File: src/dpll_pkg.sv
// constants, register map and types shared by the reference select and status block
package dpll_pkg;

	localparam int CLK_HZ         = 40_000_000;
	localparam int CLK_PERIOD_NS  = 25;
	localparam int FRAME_NS       = 125_000;
	localparam int FRAME_CYCLES   = FRAME_NS / CLK_PERIOD_NS;
	localparam int SECOND_NS      = 1_000_000_000;
	localparam int SECOND_CYCLES  = SECOND_NS / CLK_PERIOD_NS;
	localparam int CLEAR_MIN_NS   = 300;
	localparam int CLEAR_MIN_CYC  = (CLEAR_MIN_NS + CLK_PERIOD_NS - 1) / CLK_PERIOD_NS;

	localparam int REF_NOMINAL_HZ = 19_440_000;
	localparam int RANGE_PPM      = 12;
	localparam int REF_TOL_EDGES  = int'((64'(REF_NOMINAL_HZ) * RANGE_PPM) / 1_000_000);
	localparam int CNT_W          = 26;
	localparam int PHASE_W        = 13;

	localparam int LOCK_FRAMES      = 64;
	localparam int FAST_LOCK_FRAMES = 8;
	localparam int ACQ_W            = 7;
	localparam int QUARTER_DIV      = 4;

	localparam int ADDR_W = 8;
	localparam logic [ADDR_W-1:0] CTRL_OFS       = 8'h00;
	localparam logic [ADDR_W-1:0] STATUS_OFS     = 8'h04;
	localparam logic [ADDR_W-1:0] IRQ_STATUS_OFS = 8'h08;
	localparam logic [ADDR_W-1:0] IRQ_MASK_OFS   = 8'h0c;
	localparam logic [ADDR_W-1:0] MAIN_COUNT_OFS = 8'h10;
	localparam logic [ADDR_W-1:0] ALT_COUNT_OFS  = 8'h14;
	localparam logic [ADDR_W-1:0] TIE_OFFSET_OFS = 8'h18;

	localparam int CTRL_REF_SEL_BIT   = 0;
	localparam int CTRL_E3_MODE_BIT   = 1;
	localparam int CTRL_FULL_RATE_BIT = 2;
	localparam logic [2:0] CTRL_RESET = 3'h4;

	localparam int IRQ_W             = 5;
	localparam int IRQ_LOCK_GAIN_BIT = 0;
	localparam int IRQ_LOCK_LOSS_BIT = 1;
	localparam int IRQ_HOLD_BIT      = 2;
	localparam int IRQ_MAIN_OOR_BIT  = 3;
	localparam int IRQ_ALT_OOR_BIT   = 4;
	localparam logic [IRQ_W-1:0] IRQ_MASK_RESET = 5'h00;

	localparam logic [1:0] RESP_OKAY   = 2'h0;
	localparam logic [1:0] RESP_SLVERR = 2'h2;

	typedef enum logic [3:0] {
		ST_FREERUN  = 4'h1,
		ST_ACQUIRE  = 4'h2,
		ST_NORMAL   = 4'h4,
		ST_HOLDOVER = 4'h8
	} loop_state_t;

endpackage

File: src/timing_if.sv
// timing and reference measurement signals between the core and its helpers
`timescale 1ns/10ps
interface timing_if;
	logic                                 frameTick;
	logic                                 secondTick;
	logic [dpll_pkg::PHASE_W-1:0]         phase;
	logic [1:0]                           refIn;
	logic [1:0]                           oor;
	logic [1:0]                           valid;
	logic [1:0][dpll_pkg::CNT_W-1:0]      count;

	modport timer (output frameTick, output secondTick, output phase);
	modport monitor (input secondTick, input refIn, output oor, output valid, output count);
	modport core (input frameTick, input secondTick, input phase, input oor, input valid,
		input count, output refIn);
endinterface

File: src/frame_timer.sv
// 8 kHz frame tick, frame phase and one second gate derived from mclk
`timescale 1ns/10ps
module frame_timer #(
	parameter int FRAME_CYCLES  = dpll_pkg::FRAME_CYCLES,
	parameter int SECOND_CYCLES = dpll_pkg::SECOND_CYCLES
) (
	input  wire logic   mclk,
	input  wire logic   arst_n,
	timing_if.timer     tif
);
	logic [dpll_pkg::PHASE_W-1:0] phase_reg;
	logic [dpll_pkg::CNT_W-1:0]   second_reg;
	logic                         frame_reg;
	logic                         secTick_reg;

	always_ff @(posedge mclk or negedge arst_n) begin
		if (!arst_n) begin
			phase_reg <= '0;
			frame_reg <= 1'b0;
		end else if (phase_reg == dpll_pkg::PHASE_W'(FRAME_CYCLES - 1)) begin
			phase_reg <= '0;
			frame_reg <= 1'b1;
		end else begin
			phase_reg <= phase_reg + 1'b1;
			frame_reg <= 1'b0;
		end
	end

	// gate for the frequency measurement, from the master clock only
	always_ff @(posedge mclk or negedge arst_n) begin
		if (!arst_n) begin
			second_reg  <= '0;
			secTick_reg <= 1'b0;
		end else if (second_reg == dpll_pkg::CNT_W'(SECOND_CYCLES - 1)) begin
			second_reg  <= '0;
			secTick_reg <= 1'b1;
		end else begin
			second_reg  <= second_reg + 1'b1;
			secTick_reg <= 1'b0;
		end
	end

	assign tif.frameTick  = frame_reg;
	assign tif.secondTick = secTick_reg;
	assign tif.phase      = phase_reg;
endmodule

File: src/freq_monitor.sv
// per reference edge counter and out of range check over the one second gate
`timescale 1ns/10ps
module freq_monitor (
	input  wire logic   mclk,
	input  wire logic   arst_n,
	timing_if.monitor   tif
);
	localparam logic signed [dpll_pkg::CNT_W:0] NOMINAL =
		(dpll_pkg::CNT_W+1)'(dpll_pkg::REF_NOMINAL_HZ);
	localparam logic signed [dpll_pkg::CNT_W:0] TOL =
		(dpll_pkg::CNT_W+1)'(dpll_pkg::REF_TOL_EDGES);

	genvar ch;
	generate
		for (ch = 0; ch < 2; ch++) begin : g_ch
			logic                          prev_reg;
			logic [dpll_pkg::CNT_W-1:0]    edges_reg;
			logic [dpll_pkg::CNT_W-1:0]    count_reg;
			logic                          oor_reg;
			logic                          valid_reg;
			logic                          riseNow;
			logic [dpll_pkg::CNT_W-1:0]    total;
			logic signed [dpll_pkg::CNT_W:0] diff;

			assign riseNow = tif.refIn[ch] & ~prev_reg;
			assign total   = edges_reg + dpll_pkg::CNT_W'(riseNow);
			assign diff    = $signed({1'b0, total}) - NOMINAL;

			always_ff @(posedge mclk or negedge arst_n) begin
				if (!arst_n) begin
					prev_reg  <= 1'b0;
					edges_reg <= '0;
					count_reg <= '0;
					oor_reg   <= 1'b0;
					valid_reg <= 1'b0;
				end else begin
					prev_reg <= tif.refIn[ch];
					if (tif.secondTick) begin
						edges_reg <= '0;
						count_reg <= total;
						oor_reg   <= (diff > TOL) || (diff < -TOL);
						valid_reg <= 1'b1;
					end else begin
						edges_reg <= total;
					end
				end
			end

			assign tif.oor[ch]   = oor_reg;
			assign tif.valid[ch] = valid_reg;
			assign tif.count[ch] = count_reg;
		end
	endgenerate
endmodule

File: src/dpll_ref_select_and_status.sv
// reference select, error corrector control, output rate and status with register slave
`timescale 1ns/10ps
// Operation
// select low primary, high secondary reference
// sample select at frame tick rising edge
// low clear resets error corrector offset
// clear held low 300 ns minimum
// corrector disabled while clear stays low
// rate select high full, low quarter
// pins in hardware mode, bits otherwise
// holdover output high in holdover state
// lock output high while frequency locked
// continuity control gates holdover to normal
// sample continuity control at frame tick
// fast acquire only in hardware mode
// secondary beyond 12 ppm flags out of range
// range check over one second gate
// all timing from master clock
// mode select low bus, high pins
// primary beyond 12 ppm flags out of range
// frame tick every 125 us, internally made
module dpll_ref_select_and_status #(
	parameter int FRAME_CYCLES  = dpll_pkg::FRAME_CYCLES,
	parameter int SECOND_CYCLES = dpll_pkg::SECOND_CYCLES
) (
	input  wire logic                          mclk,
	input  wire logic                          arst_n,
	input  wire logic [dpll_pkg::ADDR_W-1:0]   s_axi_awaddr,
	input  wire logic                          s_axi_awvalid,
	output logic                               s_axi_awready,
	input  wire logic [31:0]                   s_axi_wdata,
	input  wire logic [3:0]                    s_axi_wstrb,
	input  wire logic                          s_axi_wvalid,
	output logic                               s_axi_wready,
	output logic [1:0]                         s_axi_bresp,
	output logic                               s_axi_bvalid,
	input  wire logic                          s_axi_bready,
	input  wire logic [dpll_pkg::ADDR_W-1:0]   s_axi_araddr,
	input  wire logic                          s_axi_arvalid,
	output logic                               s_axi_arready,
	output logic [31:0]                        s_axi_rdata,
	output logic [1:0]                         s_axi_rresp,
	output logic                               s_axi_rvalid,
	input  wire logic                          s_axi_rready,
	input  wire logic                          primaryRefInput,
	input  wire logic                          secondaryRefInput,
	input  wire logic                          refSourceSelect,
	input  wire logic                          phaseErrorClearN,
	input  wire logic                          e3Ds3ModePin,
	input  wire logic                          e3Ds3FullRateSelect,
	input  wire logic                          phaseContinuityCtl,
	input  wire logic                          fastAcquireRequest,
	input  wire logic                          pinControlModeSelect,
	output logic                               frame8kTick,
	output logic                               e3Ds3ClockOut,
	output logic                               e3Ds3Mode,
	output logic                               holdover,
	output logic                               lock,
	output logic                               primaryOutOfRange,
	output logic                               secondaryOutOfRange,
	output logic                               tieCorrectEnable,
	output logic                               irq
);
	timing_if tif ();

	frame_timer #(
		.FRAME_CYCLES  (FRAME_CYCLES),
		.SECOND_CYCLES (SECOND_CYCLES)
	) u_timer (
		.mclk   (mclk),
		.arst_n (arst_n),
		.tif    (tif.timer)
	);

	freq_monitor u_mon (
		.mclk   (mclk),
		.arst_n (arst_n),
		.tif    (tif.monitor)
	);

	logic [2:0]                     ctrl_reg;
	logic [dpll_pkg::IRQ_W-1:0]     irqStatus_reg;
	logic [dpll_pkg::IRQ_W-1:0]     irqMask_reg;
	logic [1:0]                     refIn_reg;
	logic                           refSel_reg;
	logic                           pcc_reg;
	logic                           clearN_reg;
	dpll_pkg::loop_state_t          state_reg;
	dpll_pkg::loop_state_t          state_next;
	logic [dpll_pkg::ACQ_W-1:0]     acq_reg;
	logic [dpll_pkg::PHASE_W-1:0]   tieOffset_reg;
	logic [1:0]                     div_reg;
	logic                           lockPrev_reg;
	logic                           holdPrev_reg;
	logic [1:0]                     oorPrev_reg;
	logic                           awGot_reg;
	logic                           wGot_reg;
	logic [dpll_pkg::ADDR_W-1:0]    awAddr_reg;
	logic [31:0]                    wData_reg;
	logic [3:0]                     wStrb_reg;

	logic                           pinMode;
	logic                           refSelNow;
	logic                           fullRate;
	logic                           fastAcq;
	logic                           refGood;
	logic [dpll_pkg::ACQ_W-1:0]     acqTarget;
	logic                           writeFire;
	logic                           awGot_next;
	logic                           wGot_next;
	logic                           readFire;
	logic                           statusRead;
	logic [dpll_pkg::IRQ_W-1:0]     events;
	logic [31:0]                    readMux;
	logic                           readHit;
	logic                           writeHit;

	// mode, select and option resolution
	assign pinMode   = pinControlModeSelect;
	assign refSelNow = pinMode ? refSourceSelect
		: ctrl_reg[dpll_pkg::CTRL_REF_SEL_BIT];
	assign fullRate  = pinMode ? e3Ds3FullRateSelect
		: ctrl_reg[dpll_pkg::CTRL_FULL_RATE_BIT];
	assign fastAcq   = pinMode & fastAcquireRequest;
	assign acqTarget = fastAcq ? dpll_pkg::ACQ_W'(dpll_pkg::FAST_LOCK_FRAMES - 1)
		: dpll_pkg::ACQ_W'(dpll_pkg::LOCK_FRAMES - 1);
	assign refGood   = tif.valid[refSel_reg] & ~tif.oor[refSel_reg];
	assign tif.refIn = refIn_reg;

	always_ff @(posedge mclk or negedge arst_n) begin
		if (!arst_n) begin
			refIn_reg <= 2'h0;
		end else begin
			refIn_reg <= {secondaryRefInput, primaryRefInput};
		end
	end

	// select levels only change at the frame boundary, not mid frame
	always_ff @(posedge mclk or negedge arst_n) begin
		if (!arst_n) begin
			refSel_reg <= 1'b0;
			pcc_reg    <= 1'b0;
		end else if (tif.frameTick) begin
			refSel_reg <= refSelNow;
			pcc_reg    <= phaseContinuityCtl;
		end
	end

	always_ff @(posedge mclk or negedge arst_n) begin
		if (!arst_n) begin
			frame8kTick <= 1'b0;
		end else begin
			frame8kTick <= tif.frameTick;
		end
	end

	// loop state, evaluated once per frame
	always_comb begin
		state_next = state_reg;
		case (state_reg)
			dpll_pkg::ST_FREERUN: begin
				if (refGood) begin
					state_next = dpll_pkg::ST_ACQUIRE;
				end
			end
			dpll_pkg::ST_ACQUIRE: begin
				if (!refGood) begin
					state_next = dpll_pkg::ST_FREERUN;
				end else if (acq_reg >= acqTarget) begin
					state_next = dpll_pkg::ST_NORMAL;
				end
			end
			dpll_pkg::ST_NORMAL: begin
				if (!refGood) begin
					state_next = dpll_pkg::ST_HOLDOVER;
				end
			end
			dpll_pkg::ST_HOLDOVER: begin
				if (refGood && pcc_reg) begin
					state_next = dpll_pkg::ST_NORMAL;
				end
			end
			default: begin
				state_next = dpll_pkg::ST_FREERUN;
			end
		endcase
	end

	always_ff @(posedge mclk or negedge arst_n) begin
		if (!arst_n) begin
			state_reg <= dpll_pkg::ST_FREERUN;
			acq_reg   <= '0;
		end else if (tif.frameTick) begin
			state_reg <= state_next;
			if (state_reg == dpll_pkg::ST_ACQUIRE && state_next == dpll_pkg::ST_ACQUIRE) begin
				acq_reg <= acq_reg + 1'b1;
			end else begin
				acq_reg <= '0;
			end
		end
	end

	// clear level is trusted to last long enough, so no width filter here
	always_ff @(posedge mclk or negedge arst_n) begin
		if (!arst_n) begin
			clearN_reg       <= 1'b0;
			tieCorrectEnable <= 1'b0;
			tieOffset_reg    <= '0;
		end else begin
			clearN_reg       <= phaseErrorClearN;
			tieCorrectEnable <= clearN_reg;
			if (!clearN_reg) begin
				tieOffset_reg <= '0;
			end else if (tif.frameTick && state_reg == dpll_pkg::ST_HOLDOVER
				&& state_next == dpll_pkg::ST_NORMAL) begin
				tieOffset_reg <= tif.phase;
			end
		end
	end

	// status outputs
	always_ff @(posedge mclk or negedge arst_n) begin
		if (!arst_n) begin
			holdover            <= 1'b0;
			lock                <= 1'b0;
			primaryOutOfRange   <= 1'b0;
			secondaryOutOfRange <= 1'b0;
		end else begin
			holdover            <= state_reg == dpll_pkg::ST_HOLDOVER;
			lock                <= state_reg == dpll_pkg::ST_NORMAL;
			primaryOutOfRange   <= tif.oor[0];
			secondaryOutOfRange <= tif.oor[1];
		end
	end

	// stand-in output clock: mclk/2 full rate, a quarter of that otherwise
	always_ff @(posedge mclk or negedge arst_n) begin
		if (!arst_n) begin
			div_reg       <= 2'h0;
			e3Ds3ClockOut <= 1'b0;
			e3Ds3Mode     <= 1'b0;
		end else begin
			div_reg   <= div_reg + 1'b1;
			e3Ds3Mode <= pinMode ? e3Ds3ModePin : ctrl_reg[dpll_pkg::CTRL_E3_MODE_BIT];
			if (fullRate || div_reg == 2'(dpll_pkg::QUARTER_DIV - 1)) begin
				e3Ds3ClockOut <= ~e3Ds3ClockOut;
			end
		end
	end

	// interrupt events and sticky status
	assign events[dpll_pkg::IRQ_LOCK_GAIN_BIT] = lock & ~lockPrev_reg;
	assign events[dpll_pkg::IRQ_LOCK_LOSS_BIT] = ~lock & lockPrev_reg;
	assign events[dpll_pkg::IRQ_HOLD_BIT]      = holdover & ~holdPrev_reg;
	assign events[dpll_pkg::IRQ_MAIN_OOR_BIT]  = primaryOutOfRange ^ oorPrev_reg[0];
	assign events[dpll_pkg::IRQ_ALT_OOR_BIT]   = secondaryOutOfRange ^ oorPrev_reg[1];

	assign readFire   = s_axi_arvalid & s_axi_arready;
	assign statusRead = readFire
		&& {s_axi_araddr[dpll_pkg::ADDR_W-1:2], 2'h0} == dpll_pkg::IRQ_STATUS_OFS;

	// a new event in the clearing cycle survives the read
	always_ff @(posedge mclk or negedge arst_n) begin
		if (!arst_n) begin
			lockPrev_reg  <= 1'b0;
			holdPrev_reg  <= 1'b0;
			oorPrev_reg   <= 2'h0;
			irqStatus_reg <= '0;
			irq           <= 1'b0;
		end else begin
			lockPrev_reg  <= lock;
			holdPrev_reg  <= holdover;
			oorPrev_reg   <= {secondaryOutOfRange, primaryOutOfRange};
			irqStatus_reg <= (statusRead ? '0 : irqStatus_reg) | events;
			irq           <= |(((statusRead ? '0 : irqStatus_reg) | events) & irqMask_reg);
		end
	end

	// write channel
	assign writeFire  = awGot_reg & wGot_reg & ~s_axi_bvalid;
	assign awGot_next = writeFire ? 1'b0 : (awGot_reg | (s_axi_awvalid & s_axi_awready));
	assign wGot_next  = writeFire ? 1'b0 : (wGot_reg | (s_axi_wvalid & s_axi_wready));
	assign writeHit   = awAddr_reg == dpll_pkg::CTRL_OFS || awAddr_reg == dpll_pkg::IRQ_MASK_OFS;

	always_ff @(posedge mclk or negedge arst_n) begin
		if (!arst_n) begin
			awGot_reg     <= 1'b0;
			wGot_reg      <= 1'b0;
			awAddr_reg    <= '0;
			wData_reg     <= 32'h0;
			wStrb_reg     <= 4'h0;
			s_axi_awready <= 1'b0;
			s_axi_wready  <= 1'b0;
			s_axi_bvalid  <= 1'b0;
			s_axi_bresp   <= dpll_pkg::RESP_OKAY;
		end else begin
			awGot_reg     <= awGot_next;
			wGot_reg      <= wGot_next;
			s_axi_awready <= ~awGot_next;
			s_axi_wready  <= ~wGot_next;
			if (s_axi_awvalid && s_axi_awready) begin
				awAddr_reg <= {s_axi_awaddr[dpll_pkg::ADDR_W-1:2], 2'h0};
			end
			if (s_axi_wvalid && s_axi_wready) begin
				wData_reg <= s_axi_wdata;
				wStrb_reg <= s_axi_wstrb;
			end
			if (writeFire) begin
				s_axi_bvalid <= 1'b1;
				s_axi_bresp  <= writeHit ? dpll_pkg::RESP_OKAY : dpll_pkg::RESP_SLVERR;
			end else if (s_axi_bready) begin
				s_axi_bvalid <= 1'b0;
			end
		end
	end

	always_ff @(posedge mclk or negedge arst_n) begin
		if (!arst_n) begin
			ctrl_reg    <= dpll_pkg::CTRL_RESET;
			irqMask_reg <= dpll_pkg::IRQ_MASK_RESET;
		end else if (writeFire && wStrb_reg[0]) begin
			if (awAddr_reg == dpll_pkg::CTRL_OFS) begin
				ctrl_reg <= wData_reg[2:0];
			end
			if (awAddr_reg == dpll_pkg::IRQ_MASK_OFS) begin
				irqMask_reg <= wData_reg[dpll_pkg::IRQ_W-1:0];
			end
		end
	end

	// read channel
	always_comb begin
		readMux = 32'h0;
		readHit = 1'b1;
		case ({s_axi_araddr[dpll_pkg::ADDR_W-1:2], 2'h0})
			dpll_pkg::CTRL_OFS:       readMux[2:0] = ctrl_reg;
			dpll_pkg::STATUS_OFS:     readMux[11:0] = {state_reg, refSel_reg, pinMode,
				tieCorrectEnable, e3Ds3Mode, secondaryOutOfRange, primaryOutOfRange,
				holdover, lock};
			dpll_pkg::IRQ_STATUS_OFS: readMux[dpll_pkg::IRQ_W-1:0] = irqStatus_reg;
			dpll_pkg::IRQ_MASK_OFS:   readMux[dpll_pkg::IRQ_W-1:0] = irqMask_reg;
			dpll_pkg::MAIN_COUNT_OFS: readMux[dpll_pkg::CNT_W-1:0] = tif.count[0];
			dpll_pkg::ALT_COUNT_OFS:  readMux[dpll_pkg::CNT_W-1:0] = tif.count[1];
			dpll_pkg::TIE_OFFSET_OFS: readMux[dpll_pkg::PHASE_W-1:0] = tieOffset_reg;
			default:                  readHit = 1'b0;
		endcase
	end

	always_ff @(posedge mclk or negedge arst_n) begin
		if (!arst_n) begin
			s_axi_arready <= 1'b1;
			s_axi_rvalid  <= 1'b0;
			s_axi_rdata   <= 32'h0;
			s_axi_rresp   <= dpll_pkg::RESP_OKAY;
		end else if (readFire) begin
			s_axi_arready <= 1'b0;
			s_axi_rvalid  <= 1'b1;
			s_axi_rdata   <= readMux;
			s_axi_rresp   <= readHit ? dpll_pkg::RESP_OKAY : dpll_pkg::RESP_SLVERR;
		end else if (s_axi_rvalid && s_axi_rready) begin
			s_axi_arready <= 1'b1;
			s_axi_rvalid  <= 1'b0;
		end
	end
endmodule

File: config.mk
export PLATFORM = sky130hd
export DESIGN_NAME = dpll_ref_select_and_status
export DESIGN_NICKNAME = d
export VERILOG_FILES = /design/src/dpll_pkg.sv /design/src/timing_if.sv /design/src/frame_timer.sv /design/src/freq_monitor.sv /design/src/dpll_ref_select_and_status.sv
export SDC_FILE = /design/constraint.sdc
export NUM_CORES = 1
export LEC_CHECK = 0
export ABC_AREA = 1
export BUFFER_PORTS_ARGS = -buffer_cell sky130_fd_sc_hd__buf_4
export CAP_MARGIN = 15
export CORE_ASPECT_RATIO = 0.8
export CORE_MARGIN = 2
export CORE_UTILIZATION = 60
export CTS_BUF_LIST = sky130_fd_sc_hd__clkbuf_2
export CTS_CLUSTER_SIZE = 14
export DETAILED_ROUTE_END_ITERATION = 10
export GPL_TIMING_DRIVEN = 0
export PLACE_DENSITY = 0.81
export SETUP_SLACK_MARGIN = 0.05
export SLEW_MARGIN = 5
export SYNTH_ARGS = -nofsm -noshare
export SYNTH_HDL_FRONTEND = slang
export SYNTH_SLANG_ARGS = --single-unit
File: constraint.sdc
create_clock -name mclk -period 6.1 [get_ports mclk]
set_clock_uncertainty 0.2 [all_clocks]
set_input_delay 0.61 -clock mclk [delete_from_list [all_inputs] [get_ports mclk]]
set_output_delay 0.61 -clock mclk [all_outputs]
set_load 0.01 [all_outputs]
==> results of run 1 <==
## worst max-delay path: stages, from the launching register on
cell	delay [ps]
dfrtp_1	370
nor2_1	140
ha_1	330
ha_1	250
nand2_2	140
nor2_4	170
nand2_2	110
nand2_1	70
nand2_1	140
ha_1	260
inv_1	50
nand3_1	140
nor2_1	160
nand2_1	100
nand2_2	110
nand2_2	80
nand3_1	130
nand2_1	70
nand2_1	50
nand2_1	90
inv_1	60
nand2_1	50
nor2_1	100
nand2_1	50
nand3_1	90
nand2_1	60
## area by class of cell
cell class	count	share of cell area
Clock inverter	16	0.00447
Inverter	223	0.0525
Clock buffer	93	0.0292
Tap cell	306	0.0240
Timing Repair Buffer	123	0.0681
Sequential cell	254	0.399
Antenna cell	1	0.000157
Buffer	44	0.0132
Multi-Input combinational cell	1353	0.409
## timing repair
action / CTS / global route
buffers inserted: 0 / 0
endpoints found under the hold margin: 157 / 0
gates resized for setup: 0 / 0
hold buffers: 46 / 0
## cells by family after synthesis
logic type | after synthesis | share of synthesized area
xor+xnor | 30 | 0.0189
simple gates | 1089 | 0.342
buf+inv | 267 | 0.0753
mux | 3 | 0.00243
other cells | 1 | 0.000270
flops | 254 | 0.457
compound gates | 203 | 0.0855
fa+ha+maj | 20 | 0.0180
## path summary, 6_finish.rpt
kind,cells past startpoint,start,slack [ps],to
worst max-delay path,25,u_mon.g_ch[0].prev_reg$_DFF_PN0_,2400,u_mon.g_ch[0].oor_reg$_DFFE_PN0P_
worst min-delay path,7,s_axi_araddr[3],50,s_axi_rdata[4]$_DFFE_PN0P_
worst max register to register,25,u_mon.g_ch[0].prev_reg$_DFF_PN0_,2400,u_mon.g_ch[0].oor_reg$_DFFE_PN0P_
worst min register to register,0,refIn_reg[0]$_DFF_PN0_,180,u_mon.g_ch[0].prev_reg$_DFF_PN0_
max in group asynchronous,4,arst_n,3700,state_reg[2]$_DFFE_PN0P_
min in group asynchronous,3,arst_n,500,u_mon.g_ch[1].edges_reg[6]$_DFF_PN0_
## power by group
group	internal, W	total [W]	switching (W)
registers	0.00183	0.00195	0.000113
clock network	0.000405	0.00111	0.000703
logic	0.000271	0.000670	0.000399
total	0.00251	0.00372	0.00121
## layout by cell type, fill, tap and decap left out, drive strengths merged, types with 2 or more instances in the layout
cell and instances:
inv 221, nor3b 3, a31oi 2, ha 20
nand3b 10, o2111ai 3, a221oi 7, nand2 595
nor4 10, nor3 19, mux2 3, dfstp 3
o21a 3, a41oi 2, nand4 31, xor2 18
o211ai 3, clkbuf 125, conb 8, o21ai 124
a22oi 15, dlygate4sd3 46, nand3 152, o21bai 3
nor2 266, clkinv 17, and3 2, buf 89
a21o 2, o22ai 10, a21oi 21, xnor2 12
dfrtp 251
## per-layer routing
| layer | routed length, um | track usage |
|---|---|---|
| met1 | 16600 | 0.435 |
| met2 | 16100 | 0.466 |
| met3 | 2940 | 0.0632 |
| met4 | 1010 | 0.102 |
| met5 | 0 | 0 |
## per-stage QoR
step                      total power, W  worst slack (ps)  area (um^2)
after floorplan                  0.00229              3070        13900
after global placement           0.00251              2200        14900
after detailed placement         0.00254              2470        14900
after CTS                        0.00371              2370        15900
after global routing             0.00393              2000        15900
final                            0.00372              2400        15900
==> impl_metrics.ini, run 1 <==
[floorplan]
dieArea_um2 = 24400
initial_core_util = 0.615
io_pins = 118
rows = 49
core_um2 = 22600
die_x_um = 174
die_height_um = 140

[cells_and_area]
ff_latch_area_um2 = 6360
area_delta_synth_final_pct = 14.6
num-fill-cells = 1851
drive_gt1_frac = 0.133
final_util = 0.704
nets = 2146
multi_input_area_um2 = 6520
fin_cells = 2413

[yosys]
synth_most_common_cell = nand2_1
ys_warn_count = 0
ys_ff_latch = 254
synthArstFlopShare = 1.00
synthCells = 1867
yosysSeqAreaShare = 0.457
syn_area_per_cell_um2 = 7.45
synth-edff-count = 0
ys_types = 56
yosysTopAreaCell = dfrtp_1
synth_area_leaders = dfrtp_1 45%, nand2_1 15%, nor2_1 6.4%, inv_1 5.7%, nand3_1 5.3%
synth_ff_type = dfrtp_1
synth.top_cells.by_count = 564 x nand2_1, 251 x dfrtp_1, 236 x nor2_1
synth_top_area_share = 0.452
synthesis.area_um2 = 13900

[detailed_routing]
drcViolationCount = 0
postRouteAntennaNets = 0
wl_um = 36700
vias = 13177
drt_pass1_iterations = 8
post_drt_wl_per_cell_um = 15.2
drtIter0Drc = 1173
via_per_inst = 5.46

[sta]
hold-worst-slack_ps = 50.9
rsz0062_at_grt = no
hold_viol = 0
fin_crit_ps = 3700
setup_violations = 0
tightest_slew_ps = 857
slew_headroom = 0.427
setup_tns_ps = 0
fmax_mhz = 270
min_period_over_period = 0.606
finalMaxSlewViolations = 0

[clock_tree]
cts-htree-levels = 2
cts_sinks = 254
cts_inserted_buffers = 59
clock_path_buffers = 3
cts-root-buf = clkbuf_2
clkTransAtPathRegs_ps = 130
clkLatencyLatePin_ps = 890
cts_tree = yes

[global_routing]
grt_pass1_wl_um = 60300
grt_pass1_vias = 12416
grt_max_degree = 120
overflow = 0
track_usage = 0.304
antenna_found_initial = 1

[setup_path]
worstPathMaxFanout = 6
cp-end-kind = register
worstPathRequired_ps = 6660
critPathKind = reg2reg
critPathLaunchType = register
arrival_ps = 4250

[power_and_ir_drop]
power_leakage_nw = 8.06
powerDensity_nw_per_um2 = 234
vdd_drop_max_v = 0.000151

[placement]
place.gp.congestion = 0.941
placed_cells = 2257
dp_hpwl_um = 26800
numPortBuffers = 75

[status]
status = finished, final reports clean

[run]
max_cap_violations = 0

[hold_path]
hold_path_class = in2reg
Note: power is estimated with default switching activity, not from simulation.
==> run 2, diff against run 1 <==
==> constraint.sdc (replaced) <==
create_clock -name mclk -period 3.59 [get_ports mclk]
set_clock_uncertainty 0.2 [all_clocks]
set_input_delay 0.359 -clock mclk [delete_from_list [all_inputs] [get_ports mclk]]
set_output_delay 0.359 -clock mclk [all_outputs]
set_load 0.01 [all_outputs]
==> run 2 against run 1 <==
  * Setup slack got worse by 2100 ps
  * Final cell count is 2.2% higher
  * Power is 76% higher
  * Hold slack worse by 29 ps
  * Register-to-register slack worse by 2100 ps
  * Clock power is 73% higher
  * First-iteration DRC count rose by 21%
  * Final area increased by 4.0%
  * Utilization increased by 2.8 points
  * Critical path depth shrank 13
  * Wire length up 8.1%
  * Via count increased by 4.1%
==> impl_metrics.ini, run 2 (synthesized netlist as in run 1, its figures left out) <==
[setup_path]
timing.rr.start = u_mon.g_ch[0].prev_reg$_DFF_PN0_
critPathLaunchType = input pin
worstPathMaxFanout = 6
r2r-end = u_mon.g_ch[0].oor_reg$_DFFE_PN0P_
ff2ff_setup_slack_ps = 310
worstPathRequired_ps = 4130
rr_worst_depth = 25
cp-end-kind = register
arrival_ps = 3830
critPathKind = in2reg

[floorplan]
io_pins = 118
rows = 49
dieArea_um2 = 24400
core_um2 = 22600
die_x_um = 174
die_height_um = 140
initial_core_util = 0.615

[power_and_ir_drop]
p_total_w = 0.00656
vdd_drop_max_v = 0.000269
power_leakage_nw = 8.29
powerDensity_nw_per_um2 = 396

[cells_and_area]
layout_commonest_cell = nand2_1
ff_latch_area_um2 = 6360
final_util = 0.733
final_cell_mix = 556 x nand2_1, 251 x dfrtp_1, 233 x nor2_1, 210 x inv_1, 144 x nand3_1
nets = 2198
drive_gt1_frac = 0.144
multi_input_area_um2 = 6650
area_delta_synth_final_pct = 19.2
num-fill-cells = 1720

[global_routing]
grt_pass1_wl_um = 64300
overflow = 0
grt_max_degree = 120
antenna_found_initial = 1
track_usage = 0.326
grt_pass1_vias = 13055

[clock_tree]
clkLatencyLatePin_ps = 890
cts_sinks = 254
cts_inserted_buffers = 59
clock_path_buffers = 3
clkTransAtPathRegs_ps = 110
cts-htree-levels = 2
cts-root-buf = clkbuf_2
cts_tree = yes

[detailed_routing]
via_per_inst = 5.56
postRouteAntennaNets = 0
drtIter0Drc = 1416
post_drt_wl_per_cell_um = 16.1
drt_pass1_iterations = 7
drcViolationCount = 0
wl_um = 39700
vias = 13716

[sta]
setup_violations = 0
slew_headroom = 0.202
rsz0062_at_grt = no
fmax_mhz = 304
hold_viol = 0
fin_crit_ps = 3290
min_period_over_period = 0.916
tightest_slew_ps = 1170
finalMaxSlewViolations = 0

[status]
status = finished, final reports clean

[hold_path]
hold_depth = 3
min_to = s_axi_rvalid$_DFFE_PN0P_
hold_path_class = in2reg
hp-start = s_axi_rready

[run]
max_cap_violations = 0

[placement]
dp_hpwl_um = 26800
numPortBuffers = 75
place.gp.congestion = 0.941
[run 2: worst max-delay path, cell delays in order]
cell	delay (ps)
dlygate4sd3_1	540
buf_4	160
inv_1	50
nor2_1	30
dlygate4sd3_1	560
inv_1	70
nor2_1	60
dlygate4sd3_1	600
inv_1	170
o22ai_1	120
a2111oi_0	920
o21ai_0	170
[run 2: worst max-delay path by stage]
stage          cells past startpoint                                    end                        startpoint
2_1_floorplan                     25      u_mon.g_ch[0].oor_reg$_DFFE_PN0P_  u_mon.g_ch[0].prev_reg$_DFF_PN0_
3_3_place_gp                       1  u_mon.g_ch[0].edges_reg[20]$_DFF_PN0_                            arst_n
3_5_place_dp                      25      u_mon.g_ch[0].oor_reg$_DFFE_PN0P_  u_mon.g_ch[0].prev_reg$_DFF_PN0_
4_1_cts                           25      u_mon.g_ch[0].oor_reg$_DFFE_PN0P_  u_mon.g_ch[0].prev_reg$_DFF_PN0_
5_1_grt                           26      u_mon.g_ch[1].oor_reg$_DFFE_PN0P_            refIn_reg[1]$_DFF_PN0_
6_report                          12             s_axi_rdata[0]$_DFFE_PN0P_                   s_axi_araddr[3]
[run 2: final cells by class]
| class | instances | share of cell area |
|---|---|---|
| clock buffer | 93 | 0.0281 |
| tap | 306 | 0.0231 |
| inverter | 223 | 0.0507 |
| buffer | 44 | 0.0129 |
| antenna | 1 | 0.000151 |
| clock inverter | 16 | 0.00430 |
| sequential | 254 | 0.384 |
| timing repair buffer | 175 | 0.0960 |
| multi-input combinational | 1353 | 0.401 |
[run 2: per-layer routing]
layer	GRT usage	share of wire	vias to the layer above
met4	0.145	0.044	0
met2	0.507	0.44	674
met1	0.447	0.42	6367
li1	-	-	6499
met5	0	0	-
met3	0.0670	0.088	176
[run 2: power breakdown]
group | leakage, nW | internal (W) | switching, W
clock | 0.417 | 0.000688 | 0.00123
sequential | 3.34 | 0.00311 | 0.000230
combinational | 4.53 | 0.000562 | 0.000735
total | 8.29 | 0.00436 | 0.00219
[run 2: what timing repair did]
item                                    CTS  global route
buffers inserted                          1             9
hold buffers                             88             0
endpoints found under the setup margin    2             2
pin swaps                                 1             8
endpoints found under the hold margin   173             0
gates resized for setup                   2            30
[run 2: metrics by stage]
step | setup WS (ps) | cells | hold slack [ps] | area, um^2 | setup TNS (ps)
global placement | -55.7 | 2255 | 159 | 14900 | -7150
detailed placement | -36.1 | 2257 | 70.6 | 14900 | -36.1
global route | 15.2 | 2465 | 19.7 | 16600 | 0
CTS | 39.7 | 2455 | 16.1 | 16400 | 0
floorplan | 560 | 1874 | -137 | 13900 | 0
finish | 300 | 2465 | 21.8 | 16600 | 0
